### src/uad_pkg.sv
`default_nettype none
package uad_pkg;
    // Widths of the byte stream and the code point stream, and the buffer depth
    localparam int          BYTE_W      = 8;
    localparam int          CP_W        = 16;
    localparam int          BUF_DEPTH   = 2;
    // Leading bytes that select a 16-bit scheme
    localparam logic [7:0]  LEAD_PAIRS  = 8'h80;
    localparam logic [7:0]  LEAD_HALF8  = 8'h81;
    localparam logic [7:0]  LEAD_HALF16 = 8'h82;
    // Padding values
    localparam logic [7:0]  PAD_BYTE    = 8'hFF;
    localparam logic [15:0] PAD_PAIR    = 16'hFFFF;
    // Bit positions inside a character byte
    localparam int          SEL_BIT     = 7;
    localparam int          HALF_LSB    = 7;
    // Values after reset
    localparam logic [15:0] BASE_RST    = 16'h0000;
    localparam logic [7:0]  COUNT_RST   = 8'h00;
    localparam logic [7:0]  HI_RST      = 8'h00;

    typedef enum logic [3:0] {
        UAD_IDLE,
        UAD_COUNT,
        UAD_BASE_HI,
        UAD_BASE_LO,
        UAD_CHARS,
        UAD_PAIR_HI,
        UAD_PAIR_LO,
        UAD_PASS,
        UAD_DRAIN
    } uad_state_e;
endpackage
`default_nettype wire

### src/uad_decoder.sv
`default_nettype none
module uad_decoder (
    input  wire logic        clk_in,
    input  wire logic        rst_b_in,
    input  wire logic [7:0]  byte_in,
    input  wire logic        byte_valid_in,
    input  wire logic        byte_last_in,
    output logic             byte_ready_out,
    output logic [15:0]      cp_out,
    output logic             cp_valid_out,
    input  wire logic        cp_ready_in,
    output logic             done_out
);
    uad_pkg::uad_state_e state_q;
    uad_pkg::uad_state_e state_d;
    logic [7:0]          left_q;
    logic [7:0]          left_d;
    logic [15:0]         base_q;
    logic [15:0]         base_d;
    logic [7:0]          hi_q;
    logic                half_q;
    logic                done_q;

    wire                 buf_ready;
    wire                 take;
    wire                 hdr_end;
    wire                 count_hit;
    wire                 is_pairs;
    wire                 is_half8;
    wire                 is_half16;
    wire                 top_set;
    wire  [15:0]         dflt_cp;
    wire  [15:0]         offset_cp;
    wire  [15:0]         pair_cp;
    wire  [15:0]         half_base;
    wire                 emit_pair;
    wire                 emit_plain;
    wire                 emit_char;
    wire                 emit;
    wire  [15:0]         emit_data;
    wire                 done_d;

    // Byte acceptance follows the buffer, so a stalled receiver stalls the source
    assign buf_ready      = byte_ready_out;
    assign take           = byte_valid_in && buf_ready;

    // Leading byte decode
    assign is_pairs       = (byte_in == uad_pkg::LEAD_PAIRS);
    assign is_half8       = (byte_in == uad_pkg::LEAD_HALF8);
    assign is_half16      = (byte_in == uad_pkg::LEAD_HALF16);

    // Character candidates
    assign top_set        = byte_in[uad_pkg::SEL_BIT];
    assign dflt_cp        = {9'h000, byte_in[6:0]};
    assign offset_cp      = base_q + {9'h000, byte_in[6:0]};
    assign pair_cp        = {hi_q, byte_in};
    assign half_base      = {1'b0, byte_in, 7'h00};

    // Emission decode; FF pairs and FF pass bytes are padding
    assign emit_pair      = (state_q == uad_pkg::UAD_PAIR_LO) && (pair_cp != uad_pkg::PAD_PAIR);
    assign emit_plain     = ((state_q == uad_pkg::UAD_PASS)
                            || ((state_q == uad_pkg::UAD_IDLE) && !is_pairs && !is_half8
                                && !is_half16))
                            && (byte_in != uad_pkg::PAD_BYTE);
    assign emit_char      = (state_q == uad_pkg::UAD_CHARS);
    assign emit           = take && (emit_pair || emit_plain || emit_char);
    assign emit_data      = emit_pair ? pair_cp :
                            (emit_char && top_set) ? offset_cp : dflt_cp;

    // Count bookkeeping for the counted schemes
    assign hdr_end        = ((state_q == uad_pkg::UAD_BASE_HI) && half_q)
                            || (state_q == uad_pkg::UAD_BASE_LO);
    assign count_hit      = (hdr_end && (left_q == 8'h00))
                            || (emit_char && (left_q == 8'h01));
    assign done_d         = take && (count_hit
                            || (byte_last_in && (state_q != uad_pkg::UAD_DRAIN)));
    assign done_out       = done_q;

    // Next state: last byte ends the record, reaching the count drains the rest
    always_comb
    begin
        state_d = state_q;
        if (take)
        begin
            if (byte_last_in)
                state_d = uad_pkg::UAD_IDLE;
            else if (count_hit)
                state_d = uad_pkg::UAD_DRAIN;
            else
            begin
                unique case (state_q)
                    uad_pkg::UAD_IDLE:
                    begin
                        if (is_pairs)
                            state_d = uad_pkg::UAD_PAIR_HI;
                        else if (is_half8 || is_half16)
                            state_d = uad_pkg::UAD_COUNT;
                        else
                            state_d = uad_pkg::UAD_PASS;
                    end
                    uad_pkg::UAD_COUNT:   state_d = uad_pkg::UAD_BASE_HI;
                    uad_pkg::UAD_BASE_HI: state_d = half_q ? uad_pkg::UAD_CHARS
                                                           : uad_pkg::UAD_BASE_LO;
                    uad_pkg::UAD_BASE_LO: state_d = uad_pkg::UAD_CHARS;
                    uad_pkg::UAD_CHARS:   state_d = uad_pkg::UAD_CHARS;
                    uad_pkg::UAD_PAIR_HI: state_d = uad_pkg::UAD_PAIR_LO;
                    uad_pkg::UAD_PAIR_LO: state_d = uad_pkg::UAD_PAIR_HI;
                    uad_pkg::UAD_PASS:    state_d = uad_pkg::UAD_PASS;
                    uad_pkg::UAD_DRAIN:   state_d = uad_pkg::UAD_DRAIN;
                    default:              state_d = uad_pkg::UAD_IDLE;
                endcase
            end
        end
    end

    // Count and base pointer capture
    always_comb
    begin
        left_d = left_q;
        base_d = base_q;
        if (take && (state_q == uad_pkg::UAD_COUNT))
            left_d = byte_in;
        if (take && emit_char)
            left_d = left_q - 8'h01;
        if (take && (state_q == uad_pkg::UAD_BASE_HI))
            base_d = half_q ? half_base : {byte_in, 8'h00};
        if (take && (state_q == uad_pkg::UAD_BASE_LO))
            base_d = {base_q[15:8], byte_in};
    end

    // State registers
    always_ff @(posedge clk_in)
    begin
        if (!rst_b_in)
        begin
            state_q <= uad_pkg::UAD_IDLE;
            left_q  <= uad_pkg::COUNT_RST;
            base_q  <= uad_pkg::BASE_RST;
            hi_q    <= uad_pkg::HI_RST;
            half_q  <= 1'b0;
            done_q  <= 1'b0;
        end
        else
        begin
            state_q <= state_d;
            left_q  <= left_d;
            base_q  <= base_d;
            done_q  <= done_d;
            if (take && (state_q == uad_pkg::UAD_PAIR_HI))
                hi_q <= byte_in;
            if (take && (state_q == uad_pkg::UAD_IDLE))
                half_q <= is_half8;
        end
    end

    // Two-entry buffer between the decoder and the display side
    uad_skid_buf #(
        .WIDTH (uad_pkg::CP_W),
        .DEPTH (uad_pkg::BUF_DEPTH)
    ) u_buf (
        .clk_in        (clk_in),
        .rst_b_in      (rst_b_in),
        .in_valid_in   (emit),
        .in_ready_out  (byte_ready_out),
        .in_data_in    (emit_data),
        .out_valid_out (cp_valid_out),
        .out_ready_in  (cp_ready_in),
        .out_data_out  (cp_out)
    );
endmodule
`default_nettype wire

### src/uad_skid_buf.sv
`default_nettype none
module uad_skid_buf #(
    parameter int WIDTH = uad_pkg::CP_W,
    parameter int DEPTH = uad_pkg::BUF_DEPTH
) (
    input  wire logic             clk_in,
    input  wire logic             rst_b_in,
    input  wire logic             in_valid_in,
    output logic                  in_ready_out,
    input  wire logic [WIDTH-1:0] in_data_in,
    output logic                  out_valid_out,
    input  wire logic             out_ready_in,
    output logic [WIDTH-1:0]      out_data_out
);
    localparam int PW = (DEPTH > 1) ? $clog2(DEPTH) : 1;
    localparam logic [PW:0] FULL_CNT = (PW + 1)'(DEPTH);
    localparam logic [PW-1:0] LAST_IX = PW'(DEPTH - 1);

    logic [WIDTH-1:0] mem_q [DEPTH];
    logic [PW-1:0]    wr_q;
    logic [PW-1:0]    rd_q;
    logic [PW:0]      cnt_q;
    wire              push;
    wire              pop;

    // Handshakes and honest full / empty
    assign in_ready_out  = (cnt_q != FULL_CNT);
    assign out_valid_out = (cnt_q != '0);
    assign push          = in_valid_in && in_ready_out;
    assign pop           = out_valid_out && out_ready_in;
    assign out_data_out  = mem_q[rd_q];

    // Storage array, written only on a push
    always_ff @(posedge clk_in)
    begin
        if (push)
            mem_q[wr_q] <= in_data_in;
    end

    // Pointers and fill count
    always_ff @(posedge clk_in)
    begin
        if (!rst_b_in)
        begin
            wr_q  <= '0;
            rd_q  <= '0;
            cnt_q <= '0;
        end
        else
        begin
            if (push)
                wr_q <= (wr_q == LAST_IX) ? '0 : wr_q + 1'b1;
            if (pop)
                rd_q <= (rd_q == LAST_IX) ? '0 : rd_q + 1'b1;
            cnt_q <= cnt_q + (PW + 1)'(push) - (PW + 1)'(pop);
        end
    end
endmodule
`default_nettype wire

### config.mk
export PLATFORM = sky130hd
export DESIGN_NAME = uad_decoder
export DESIGN_NICKNAME = d
export VERILOG_FILES = /design/src/uad_pkg.sv /design/src/uad_decoder.sv /design/src/uad_skid_buf.sv
export SDC_FILE = /design/constraint.sdc
export NUM_CORES = 1
export LEC_CHECK = 0
export ABC_AREA = 0
export BUFFER_PORTS_ARGS = -buffer_cell sky130_fd_sc_hd__buf_2
export CELL_PAD_IN_SITES_DETAIL_PLACEMENT = 1
export CELL_PAD_IN_SITES_GLOBAL_PLACEMENT = 1
export CORE_AREA = 10 10 110 112
export DETAILED_ROUTE_END_ITERATION = 16
export DIE_AREA = 0 0 120 122
export MAX_ROUTING_LAYER = met4
export PLACE_DENSITY_LB_ADDON = 0.2
export SLEW_MARGIN = 20
export SYNTH_ARGS = -nofsm -noshare
export SYNTH_HDL_FRONTEND = slang
export SYNTH_SLANG_ARGS = --single-unit
### constraint.sdc
create_clock -name clk_in -period 2.53 [get_ports clk_in]
set_clock_uncertainty 0.15 [all_clocks]
set_input_delay 0.3795 -clock clk_in [delete_from_list [all_inputs] [get_ports clk_in]]
set_output_delay 0.3795 -clock clk_in [all_outputs]
set_load 0.03 [all_outputs]
==> impl.org, run 1 <==
** Outcome
- Run status :: completed

** Floorplanning
- Area enclosed by the die boundary :: 0.01464 mm2
- In this run the standard cell core region covers 0.01005 mm2.
- During I/O placement, the number of pins put on the boundary was 32.
- Row count :: 37
- Starting density of the core :: 41.65%
- Die boundary width :: 120 um
- Height of the chip :: 122 um

** Clock tree
- The clock passes through at most 2 buffers.
- TritonCTS built the clock tree.
- Number of H-tree branching levels :: 3
- TritonCTS created 9 clock buffers.
- Post-CTS timing repair inserted 0 buffers for setup.
- Clock transition at path regs :: 80 ps
- The number of hold buffers added after CTS was 0.
- After clock tree synthesis, the repair step resized 0 gates.
- Latest clock arrival within the worst-skew pair :: 350 ps
- Number of sinks handled by clock tree synthesis :: 75
- CTS placed an instance of clkbuf_8 at the clock tree root.

** Yosys
- Yosys reg bits :: 75
- Yosys mapped the design onto 62 distinct sky130hd cell types.
- Yosys mapped a number of flops with a built-in enable equal to 32.
- Mean cell area of the mapped netlist :: 9.962 um2
- The cell area that synthesis handed to floorplanning was 0.004184 mm2.
- Proportion of register bits with asynchronous set or reset after synthesis :: 0%
- Counting every net in the synthesized netlist gives 445.
- The most used flip-flop cell after synthesis is dfxtp_1.
- Number of instances in the synthesized netlist :: 420
- Synthesis warning total :: 0
- Sequential cells were found to cover 43.54% of the synthesized design area.

** STA
- Final-layout setup total negative slack :: 0 ps
- Maximum clock frequency :: 417.2 MHz
- The number of pins exceeding their max-slew limit in the final report was 0.
- Across all setup checks in the final design, the least slack found is 132.9 ps.
- Setup violations remaining at the end of the flow were counted as 0.
- Tightest Pin Transition :: 472.2 ps
- Unrepaired setup endpoints after global routing :: no
- Relative slew slack :: 68.52%
- The number of hold-slack violations in the final timing report was 0.
- The routed design could run at a clock period as short as 2397 ps.
- Post-route fraction of the period consumed by the critical path :: 94.75%

** Setup path
- The worst register-to-register path begins at state_q[0].
- The largest single stage delay on the critical path is 550 ps.
- The critical path is of the reg -> reg type.
- In this run the worst path has a maximum fanout of 16.
- CP max stage cell :: or3_2
- Kind of end point of the critical path :: flip-flop
- Origin of the worst setup path :: state_q[0]
- Traced cell by cell, the critical path runs through or3_2 > a31oi_1 > o221ai_1 > a31o_2 > nor2_1 > buf_12.
- The worst register-to-register path has a setup slack of 130 ps.
- STA puts the critical path data arrival time at 2310 ps.
- Launching element type of the critical path :: flip-flop
- For the worst setup path, the data required time is 2450 ps.

** Global routing
- Wire length of the first global-routing pass :: 18.21 mm
- GRT met1 Usage :: 19.04%
- Global routing finished with a remaining overflow of 0.
- Entering global routing, the biggest net connects 27 pins.
- Global routing used 15.83% of the available tracks.
- Met2 routing resource usage after global routing :: 26.34%
- Via count of the first global-routing pass :: 3506
- The number of antenna violations at the first check in global routing came to 0.
- Gr busiest metal :: met2
- In the global route stage, met3 resource usage came out at 2.498%.

** Final layout
- Number of nets in the layout :: 488
- 0 antenna diodes ended up in the layout.
- The area growth from synthesis to layout is 13.64%.
- Fraction of final layout cells sized beyond drive strength 1 :: 23.50%
- Cells fill 47.33% of the core in the end.
- Post-route standard cell area excluding fillers :: 0.004755 mm2
- After the flow finishes, the layout carries non-filler instances totaling 604.

** Worst hold path
- The worst hold path belongs to the class in -> reg.
- The worst hold path begins at byte_last_in.

** Placement
- Cell Count Post-Placement :: 586
- In this run the cell area measured after placement is 0.004561 mm2.
- Quantity of I/O buffers inserted on ports :: 31
- At the placement stage, the worst setup path has a slack of 5.428 ps.
- Half-perimeter wire length after placement :: 8.177 mm
- Routability-driven placement finished with a final weighted congestion of 0.8182.

** Power
- P_leak :: 0.001896 uW
- Power Dens Cells :: 761.2 mW/mm2
- Across the VDD grid, the largest voltage drop is 274.2 uV.

** Detailed routing
- In the final routed layout, each cell accounts on average for 17.89 um.
- In this run, the number of DRC markers left after iteration 0 of detailed routing was 154.
- Average via count per standard cell :: 5.472
- Detail Route Antenna Nets :: 0
- After detailed routing, the number of remaining DRC violations is 0.
- Summed over all layers, the routed wires come to 10.81 mm.
- The routed layout has 3305 vias.
- For this run, the detailed router's first-pass iteration total came to 4.

** Job
- The tool flagged a number of max-cap violations equal to 0.
==> stage by stage <==
stage	hold WS (ps)	total power, uW
after floorplan	294.7	2449
after global placement	307.6	2768
after detailed placement	318.9	2815
after CTS	148.5	3673
after global routing	162.0	3854
final	163.0	3619
==> synth_stat cells (2+ instances only) <==
cell / number / share of area (%)
a211oi_1: 3 / 0.54
a21boi_0: 12 / 2.2
a21o_1: 2 / 0.36
a21oi_1: 12 / 1.4
a22oi_1: 2 / 0.36
a32o_1: 4 / 0.96
a32oi_1: 4 / 0.84
and2_1: 7 / 1.0
and3_1: 4 / 0.60
and4_1: 2 / 0.42
buf_2: 8 / 0.96
clkbuf_1: 13 / 1.2
clkbuf_8: 6 / 2.0
dfxtp_1: 43 / 21
edfxtp_1: 32 / 23
ha_1: 11 / 3.3
inv_1: 8 / 0.72
mux2_2: 16 / 4.3
mux2i_1: 16 / 3.8
nand2_1: 48 / 4.3
nand2b_1: 4 / 0.60
nand3_1: 21 / 2.5
nand3b_1: 5 / 0.90
nand4_1: 10 / 1.5
nor2_1: 19 / 1.7
nor2b_1: 15 / 2.2
nor3b_1: 2 / 0.36
nor4_1: 3 / 0.45
o211a_1: 8 / 1.9
o211ai_1: 4 / 0.72
o21a_1: 3 / 0.54
o21ai_0: 20 / 2.4
o22ai_1: 2 / 0.30
o31a_2: 4 / 0.96
or2_2: 3 / 0.45
or3_4: 4 / 1.1
or4_1: 3 / 0.54
xnor2_1: 7 / 1.5
xor2_1: 7 / 1.5
==> worst max-delay path: cells and delay by family, from the launching register on <==
kind,cells,cell delay (ps)
compound gates,3,660
simple gates,2,740
buf+inv,1,190
flops,1,360
==> registers in the layout (all words and copies together) (netlist names), named ones only <==
register	cells
hi_q	8
left_q	8
base_q	16
u_buf.mem_q	32
done_out	1
half_q	1
u_buf.cnt_q	2
u_buf.wr_q	1
state_q	4
u_buf.rd_q	1
==> where the power goes <==
part | internal, uW | leakage, uW | switching, uW
clock network | 387 | 0.0000859 | 462
registers | 1450 | 0.000650 | 90.3
logic | 482 | 0.00116 | 747
total | 2320 | 0.00190 | 1300
==> layer usage <==
layer	vias up	share of wire, %
met5	-	0
met4	0	1.7
met3	14	2.5
met2	49	49
met1	1612	47
li1	1630	-
==> kinds of logic (layout without fill, tap and decap cells) <==
group	after synthesis	after routing	share of synthesized area [%]
fa+ha+maj	12	12	3.768
xor+xnor	14	14	2.931
compound gates	91	91	15.73
buf+inv	38	86	5.293
simple gates	158	158	20.60
mux	32	32	8.134
flops	75	75	43.54
==> cell usage in the layout, fill, tap and decap left out, drive strengths merged, types with 4 or more instances in the layout <==
| master | count |
|---|---|
| nand3b | 5 |
| inv | 9 |
| o21ai | 20 |
| o211a | 8 |
| clkbuf | 11 |
| mux2 | 16 |
| nand3 | 21 |
| o31a | 5 |
| ha | 11 |
| nand2b | 4 |
| and2 | 7 |
| edfxtp | 32 |
| a32o | 4 |
| o211ai | 4 |
| buf | 62 |
| nand4 | 10 |
| nor2b | 15 |
| a21oi | 12 |
| mux2i | 16 |
| a21boi | 12 |
| xor2 | 7 |
| and3 | 6 |
| a32oi | 4 |
| nor2 | 19 |
| xnor2 | 7 |
| dfxtp | 43 |
| nand2 | 48 |
| or3 | 6 |
==> worst paths after layout <==
path                       endpoint  cells past startpoint
hold / removal             done_out                      3
setup reg to reg  u_buf.mem_q[0][8]                      6
setup / recovery  u_buf.mem_q[0][8]                      6
hold reg to reg           base_q[5]                      2
==> final cells by class <==
cell class / count / area [um2]
timing repair buffer: 62 / 412.9
multi-input combinational: 307 / 2141
fill: 1158 / 5291
inverter: 8 / 30.03
clock inverter: 5 / 37.54
clock buffer: 11 / 141.4
tap: 136 / 170.2
sequential: 75 / 1822
(Power assumes the default switching activity.)
==> run 2: changes to the inputs <==
--- a/config.mk
+++ b/config.mk
@@ -11,5 +11,5 @@
 export CELL_PAD_IN_SITES_GLOBAL_PLACEMENT = 1
-export CORE_AREA = 10 10 110 112
+export CORE_AREA = 10 10 151 83
 export DETAILED_ROUTE_END_ITERATION = 16
-export DIE_AREA = 0 0 120 122
+export DIE_AREA = 0 0 161 93
 export MAX_ROUTING_LAYER = met4
==> constraint.sdc (replaced) <==
create_clock -name clk_in -period 2.53 [get_ports clk_in]
set_clock_uncertainty 0.15 [all_clocks]
set_input_delay 0.253 -clock clk_in [delete_from_list [all_inputs] [get_ports clk_in]]
set_output_delay 0.253 -clock clk_in [all_outputs]
set_load 0.03 [all_outputs]
==> impl.org, run 2 (same netlist as run 1, synthesis figures left out) <==
** Worst hold path
- Hold crit path type :: in -> reg
- For hold timing, the worst endpoint is done_out.
- The startpoint identified for the worst hold timing path is byte_last_in.
- The number of cells on the worst hold path was 3 (unchanged).

** Clock tree
- The post-CTS clock slew at the launch and capture registers of the worst setup and hold paths was 60 ps (-20 ps).
- The number of levels the H-tree was split into was 3 (unchanged).
- TritonCTS clock tree :: yes
- Post-CTS Hold Buffers :: 0 (unchanged)
- The worst-case clock buffer depth was 2 (unchanged).
- Number of sinks handled by clock tree synthesis :: 75 (unchanged)
- Latest clock arrival within the worst-skew pair :: 340 ps (about the same)
- The number of clock buffers inserted by TritonCTS came to 9 (unchanged).
- Library cell used as clock root buffer :: clkbuf_16

** Final layout
- Multi-input combinational cell area :: 0.002153 mm2 (+0.58%)
- The flip-flop count of the largest register after layout was 32 (unchanged).
- The share of cells above drive strength 1 was 24.26% (+0.75 points).
- Ranked by flip-flop count, first place goes to u_buf.mem_q.
- The filler cell count in the final layout was 1154 (-0.35%).
- Largest registers ranked by flip-flop count :: u_buf.mem_q (32), base_q (16)
- From synthesis to final layout, the design area changed by 17.17%.
- Commonest non-fill, non-tap cell in the layout :: nand2_1
- Commonest cells after routing, fill and taps aside :: nand2_1 (48), dfxtp_1 (43), edfxtp_1 (32), buf_2 (31), buf_4 (31)
- The number of nets in the layout is 490 (+0.41%).
- The final instance area is 0.004902 mm2 (+3.1%).
- Area taken by flip-flops and latches :: 0.001822 mm2 (unchanged)
- The antenna diode count was 0 (unchanged).

** Floorplanning
- Floorplan Core Area :: 0.009955 mm2 (-0.91%)
- I/O pin total :: 32 (unchanged)
- The area of the die came to 0.01497 mm2 (+2.3%).
- Die boundary width :: 161 um (+34%)
- Starting density of the core :: 42.03% (+0.38 points)
- Row count :: 26 (-30%)
- The die height was 93 um (-24%).

** Detailed routing
- Number of vias in the routed layout :: 3423 (+3.6%)
- The number of antenna-violating nets in the routed design was 0 (unchanged).
- Routed wire per std cell :: 19.78 um (+11%)
- Detailed router's first-iteration violation count :: 225 (+46%)
- DRC errors left :: 0 (unchanged)
- Average via count per standard cell :: 5.611 (+2.6%)
- The final routed wirelength across all metal layers is 12.06 mm (+12%).
- First-pass iteration count of the detailed router :: 4 (unchanged)

** STA
- Setup repair after global routing left no endpoint under its margin.
- Post-route fraction of the period consumed by the critical path :: 93.04% (-1.7 points)
- Maximum clock frequency :: 424.8 MHz (+1.8%)
- Final count of hold timing violations :: 0 (unchanged)
- Pins over their slew limit :: 0 (unchanged)
- Relative slew slack :: 48.21% (-20 points)
- Tightest Pin Transition :: 776.8 ps (+304.7 ps)
- The final critical path time including I/O delays and setup came to 2354 ps (-43.26 ps).
- Number of setup violations in the final report :: 0 (unchanged)

** Placement
- Half-perimeter wire length after placement :: 8.952 mm (+9.5%)
- The instance area after placement is 0.004573 mm2 (+0.27%).
- The count of port buffers added during placement came to 31 (unchanged).
- The global placer's final weighted congestion is 0.8647 (+5.7%).

** Setup path
- STA classifies the critical path endpoint as a flip-flop.
- In this run the critical register-to-register path is launched from base_q[6].
- Data arrival time of the worst path :: 2280 ps (-30 ps)
- Cell-by-cell trace of the critical path :: ha_1 > nand2_1 > o31a_1 > and3_1 > or3_1
- FF-to-FF setup slack :: 180 ps (+40 ps)
- Maximum single-stage delay on the critical path :: 480 ps (-70 ps)
- The depth of the worst register-to-register path came to 5 (-1).
- Launching element type of the critical path :: flip-flop
- The endpoint identified for the worst register-to-register timing path is u_buf.mem_q[1][15].
- Maximum fanout along the worst path :: 9 (-7)
- The required time of the worst setup path came to 2460 ps (about the same).
- CP max stage cell :: o31a_1
- The critical path in this run is classified as reg -> reg.

** Global routing
- Antenna violations before repair :: 0 (unchanged)
- Maximum number of pins on one net before global-route repair :: 47 (+74%)
- Wire length of the first global-routing pass :: 19.91 mm (+9.4%)
- Via count of the first global-routing pass :: 3660 (+4.4%)
- The leftover overflow at the end of global routing is 0 (unchanged).
- The overall track demand over capacity in global routing came to 17.10% (+1.3 points).

** Power
- The largest voltage drop on the vdd net was 346.8 uV (+26%).
- Power Dens Cells :: 835.9 mW/mm2 (+9.8%)
- Total power of the final layout :: 4098 uW (+13%)
- P_leak :: 0.001964 uW (+3.6%)

** Job
- The max-cap check violation count came to 0 (unchanged).

** Outcome
- Run status :: completed
[run 2: where the power goes]
part	leakage (uW)	switching, uW	total, uW	internal, uW
clock network	0.000143	510	1280	765
registers	0.000650	86.8	1540	1450
logic	0.00117	781	1280	501
[run 2: how the worst max path moves through the flow]
stage / startpoint / to / slack [ps] / cells past startpoint
3_5_place_dp: state_q[1] / u_buf.mem_q[0][8] / -20 / 7
3_3_place_gp: state_q[1] / u_buf.mem_q[1][8] / 60 / 7
5_1_grt: base_q[0] / u_buf.mem_q[1][14] / 7 / 7
2_1_floorplan: state_q[2] / u_buf.mem_q[1][0] / -180 / 6
4_1_cts: state_q[0] / u_buf.cnt_q[1] / 110 / 9
6_report: base_q[6] / u_buf.mem_q[1][15] / 180 / 5
[run 2: cell type report]
type / instances / share of cell area, %
multi-input combinational: 307 / 43.93
sequential: 75 / 37.16
timing repair buffer: 64 / 8.729
clock buffer: 10 / 4.671
tap: 140 / 3.573
clock inverter: 6 / 1.327
inverter: 8 / 0.6126
[run 2: timing repair]
item | CTS | global route
buffers inserted | 3 | 0
gates resized for setup | 0 | 3
setup endpoints to repair | 2 | 8
hold endpoints to repair | 0 | 0
pin swaps | 1 | 0
[run 2: routing by layer]
layer	wire [um]	vias to the layer above	track usage, %
li1	-	1639	-
met1	6045	1696	23.59
met2	5088	80	24.28
met3	850	8	4.199
met4	79	0	4.744
met5	0	-	-
[run 2: stage by stage]
stage / worst slack (ps) / hold WS (ps) / utilization (%) / setup TNS [ps] / cells
2_1_floorplan: -180.7 / 260.3 / - / -5780 / 420
3_3_place_gp: 58.70 / 311.5 / 45.94 / 0 / 591
3_5_place_dp: -20.12 / 313.8 / 45.94 / -40.20 / 591
4_1_cts: 106.8 / 65.47 / 49.12 / 0 / 610
5_1_grt: 7.442 / 65.74 / 49.25 / 0 / 610
6_report: 176.1 / 87.41 / 49.25 / 0 / 610
[run 2: worst max-delay path: cells and delay by family, from the launching register on]
kind                       cells  cell delay [ps]
AOI/OAI and AO/OA              1              480
and+or+nand+nor                3              790
DFF                            1              320
adders and majority gates      1              350
==> run 3: changes to the inputs <==
- ABC_CLOCK_PERIOD_IN_PS: default -> 2530
- CORE_AREA: 10 10 151 83 -> 2 2 143 75
- DIE_AREA: 0 0 161 93 -> 0 0 145 77
==> impl.org, run 3 (same netlist as run 1, synthesis figures left out) <==
** Global routing
- Maximum number of pins on one net before global-route repair :: 28 (-40%)
- Global Route Usage Sum :: 23.55% (+6.5 points)
- The met1 global-route usage came to 34.75% (+11 points).
- The via count of the first global-routing pass is 3640 (-0.55%).
- The global-route wire length before repair was 19.92 mm (about the same).
- Routing usage on met3 :: 5.833% (+1.6 points)
- The leftover overflow at the end of global routing was 0 (unchanged).
- The global-route met2 utilization came to 33.00% (+8.7 points).
- The number of antenna violations at the first check in global routing was 0 (unchanged).
- In this run the most used layer during global routing was met1.

** STA
- Relative slew slack :: 54.10% (+5.9 points)
- Pins over their slew limit :: 0 (unchanged)
- Final min period :: 2436 ps (+82.57 ps)
- Unrepaired setup endpoints after global routing :: no
- The final setup violation count came to 0 (unchanged).
- Maximum clock frequency :: 410.4 MHz (-3.4%)
- Tightest Pin Transition :: 684.7 ps (-92.12 ps)
- Final Worst Setup Slack :: 93.58 ps (-82.57 ps)
- The number of hold-slack violations in the final timing report came to 0 (unchanged).
- Post-route fraction of the period consumed by the critical path :: 96.30% (+3.3 points)
- Final-layout setup total negative slack :: 0 ps (unchanged)

** Final layout
- The flip-flop count of the largest register after layout came to 32 (unchanged).
- Counting flops per register, the top entry is u_buf.mem_q.
- The library cell used most frequently in the layout, excluding fill and tap cells, is nand2_1.
- Count of filler cells inserted in the layout :: 1145 (-0.78%)
- Fraction of final layout cells sized beyond drive strength 1 :: 24.63% (+0.38 points)
- Commonest cells after routing, fill and taps aside :: nand2_1 (48), dfxtp_1 (43), buf_4 (36), edfxtp_1 (32), buf_2 (31)
- The number of nets in the layout was 495 (+1.0%).
- Number of diodes :: 0 (unchanged)
- Synthesis-to-layout area growth :: 17.85%
- Largest registers ranked by flip-flop count :: u_buf.mem_q (32), base_q (16)

** Detailed routing
- Routed wire per std cell :: 19.19 um (-3.0%)
- Detail Route Antenna Nets :: 0 (unchanged)
- The number of vias per cell after detailed routing is 5.545 (-1.2%).
- Detailed router's first-iteration violation count :: 229 (+1.8%)
- The number of iterations in the first detailed-routing pass is 4 (unchanged).
- The final routed wirelength across all metal layers was 11.80 mm (-2.2%).
- The DRC violation count after routing came to 0 (unchanged).
- The total via count in the routed design was 3410 (-0.38%).

** Clock tree
- Clock transition at path regs :: 60 ps (about the same)
- Number of clock buffers inserted by TritonCTS :: 9 (unchanged)
- Number of H-tree branching levels :: 3 (unchanged)
- Latest clock arrival within the worst-skew pair :: 340 ps (about the same)
- The cts-stage hold buffer count came to 0 (unchanged).
- Library cell used as clock root buffer :: clkbuf_16
- The worst-case clock buffer depth is 2 (unchanged).
- The CTS sink count was 75 (unchanged).
- TritonCTS built the clock tree.

** Placement
- The HPWL after detailed placement was 8.938 mm (-0.16%).
- The count of port buffers added during placement came to 31 (unchanged).
- Place WS :: -25.46 ps (-5.340 ps)
- Global placement routability congestion :: 0.8837 (+2.2%)

** Setup path
- The worst-path maximum fanout was 2 (-7).
- Launching element type of the critical path :: flip-flop
- Kind of end point of the critical path :: flip-flop
- The worst setup path is of the reg -> reg kind.
- The required time of the worst setup path was 2450 ps (about the same).
- The signal arrival time at the worst endpoint is 2360 ps (+80 ps).

** Worst hold path
- The path class of the tightest hold or removal check is in -> reg.

** Floorplanning
- The core box area came to 0.009922 mm2 (-0.33%).
- Area enclosed by the die boundary :: 0.01117 mm2 (-25%)
- Row count :: 26 (unchanged)
- The overall die width came to 145 um (-9.9%).
- Height of the chip :: 77 um (-17%)
- The top-level I/O count came to 32 (unchanged).
- The initial cell density of the core is 42.17% (+0.14 points).

** Job
- Maximum capacitance violations :: 0 (unchanged)

** Outcome
- The flow ran to the end, and the final reports show no timing, DRC or antenna violations.

** Power
- The cell leakage power came to 0.001986 uW (+1.1%).
- The power per standard cell area is 831.2 mW/mm2 (-0.56%).
- The largest voltage drop on the vdd net is 450.0 uV (+30%).
-- run 3: changes by cell type in the layout (fill, tap and decap cells not counted) --
cell,previous run,this run
clkinv_1,0,2
clkinv_4,1,0
clkinvlp_4,1,0
buf_4,31,36
-- run 3: worst max-delay path, stage by stage, from the launching register on --
cell      delay (ps)
dfxtp_1          330
ha_1             210
fa_1             390
a211oi_1         350
o211ai_1         260
nand4_1          180
xor2_1           170
o21ai_0          130
-- run 3: power breakdown --
part	internal, uW	total (uW)	switching, uW
Combinational	503	1280	778
Clock	758	1280	519
Sequential	1450	1540	88.1
Total	2710	4100	1380
-- run 3: final timing paths --
check	depth (start not counted)	to	slack [ps]	from
min	3	done_out	70	byte_last_in
max reg2reg	7	u_buf.mem_q[1][12]	90	base_q[0]
max	7	u_buf.mem_q[1][12]	90	base_q[0]
min reg2reg	2	base_q[3]	320	base_q[3]
-- run 3: metal layers --
metal  vias to the layer above  part of all wire [%]  routed length (um)
met4                         0                  0.48                  57
met3                         7                   5.7                 673
met2                        74                    41                4873
met1                      1688                    53                6196
met5                         -                     0                   0
li1                       1641                     -                   -
-- run 3: area by class of cell --
| class | instances | area [um2] | share of cell area, % |
|---|---|---|---|
| flip-flops and latches | 75 | 1822 | 36.94 |
| well taps | 140 | 175.2 | 3.552 |
| clock inverters | 6 | 56.30 | 1.142 |
| clock buffers | 10 | 229.0 | 4.643 |
| inverters | 8 | 30.03 | 0.6090 |
| multi-input cells | 307 | 2153 | 43.67 |
| repair buffers | 69 | 465.4 | 9.439 |
-- run 3: what timing repair did --
item,in CTS,in global routing
setup buffers,0,0
endpoints found under the setup margin,0,39
resized for setup,0,3
-- run 3: per-stage QoR --
| stage | power, uW | cell area (um2) | std cells | utilization [%] | hold WS (ps) |
|---|---|---|---|---|---|
| after floorplan | 2449 | 4184 | 420 | - | 260.3 |
| after global placement | 2796 | 4633 | 599 | 46.70 | 310.8 |
| after detailed placement | 2844 | 4633 | 599 | 46.70 | 318.0 |
| after CTS | 4118 | 4918 | 615 | 49.57 | 68.28 |
| after global routing | 4301 | 4931 | 615 | 49.70 | 101.3 |
| final | 4099 | 4931 | 615 | 49.70 | 68.74 |
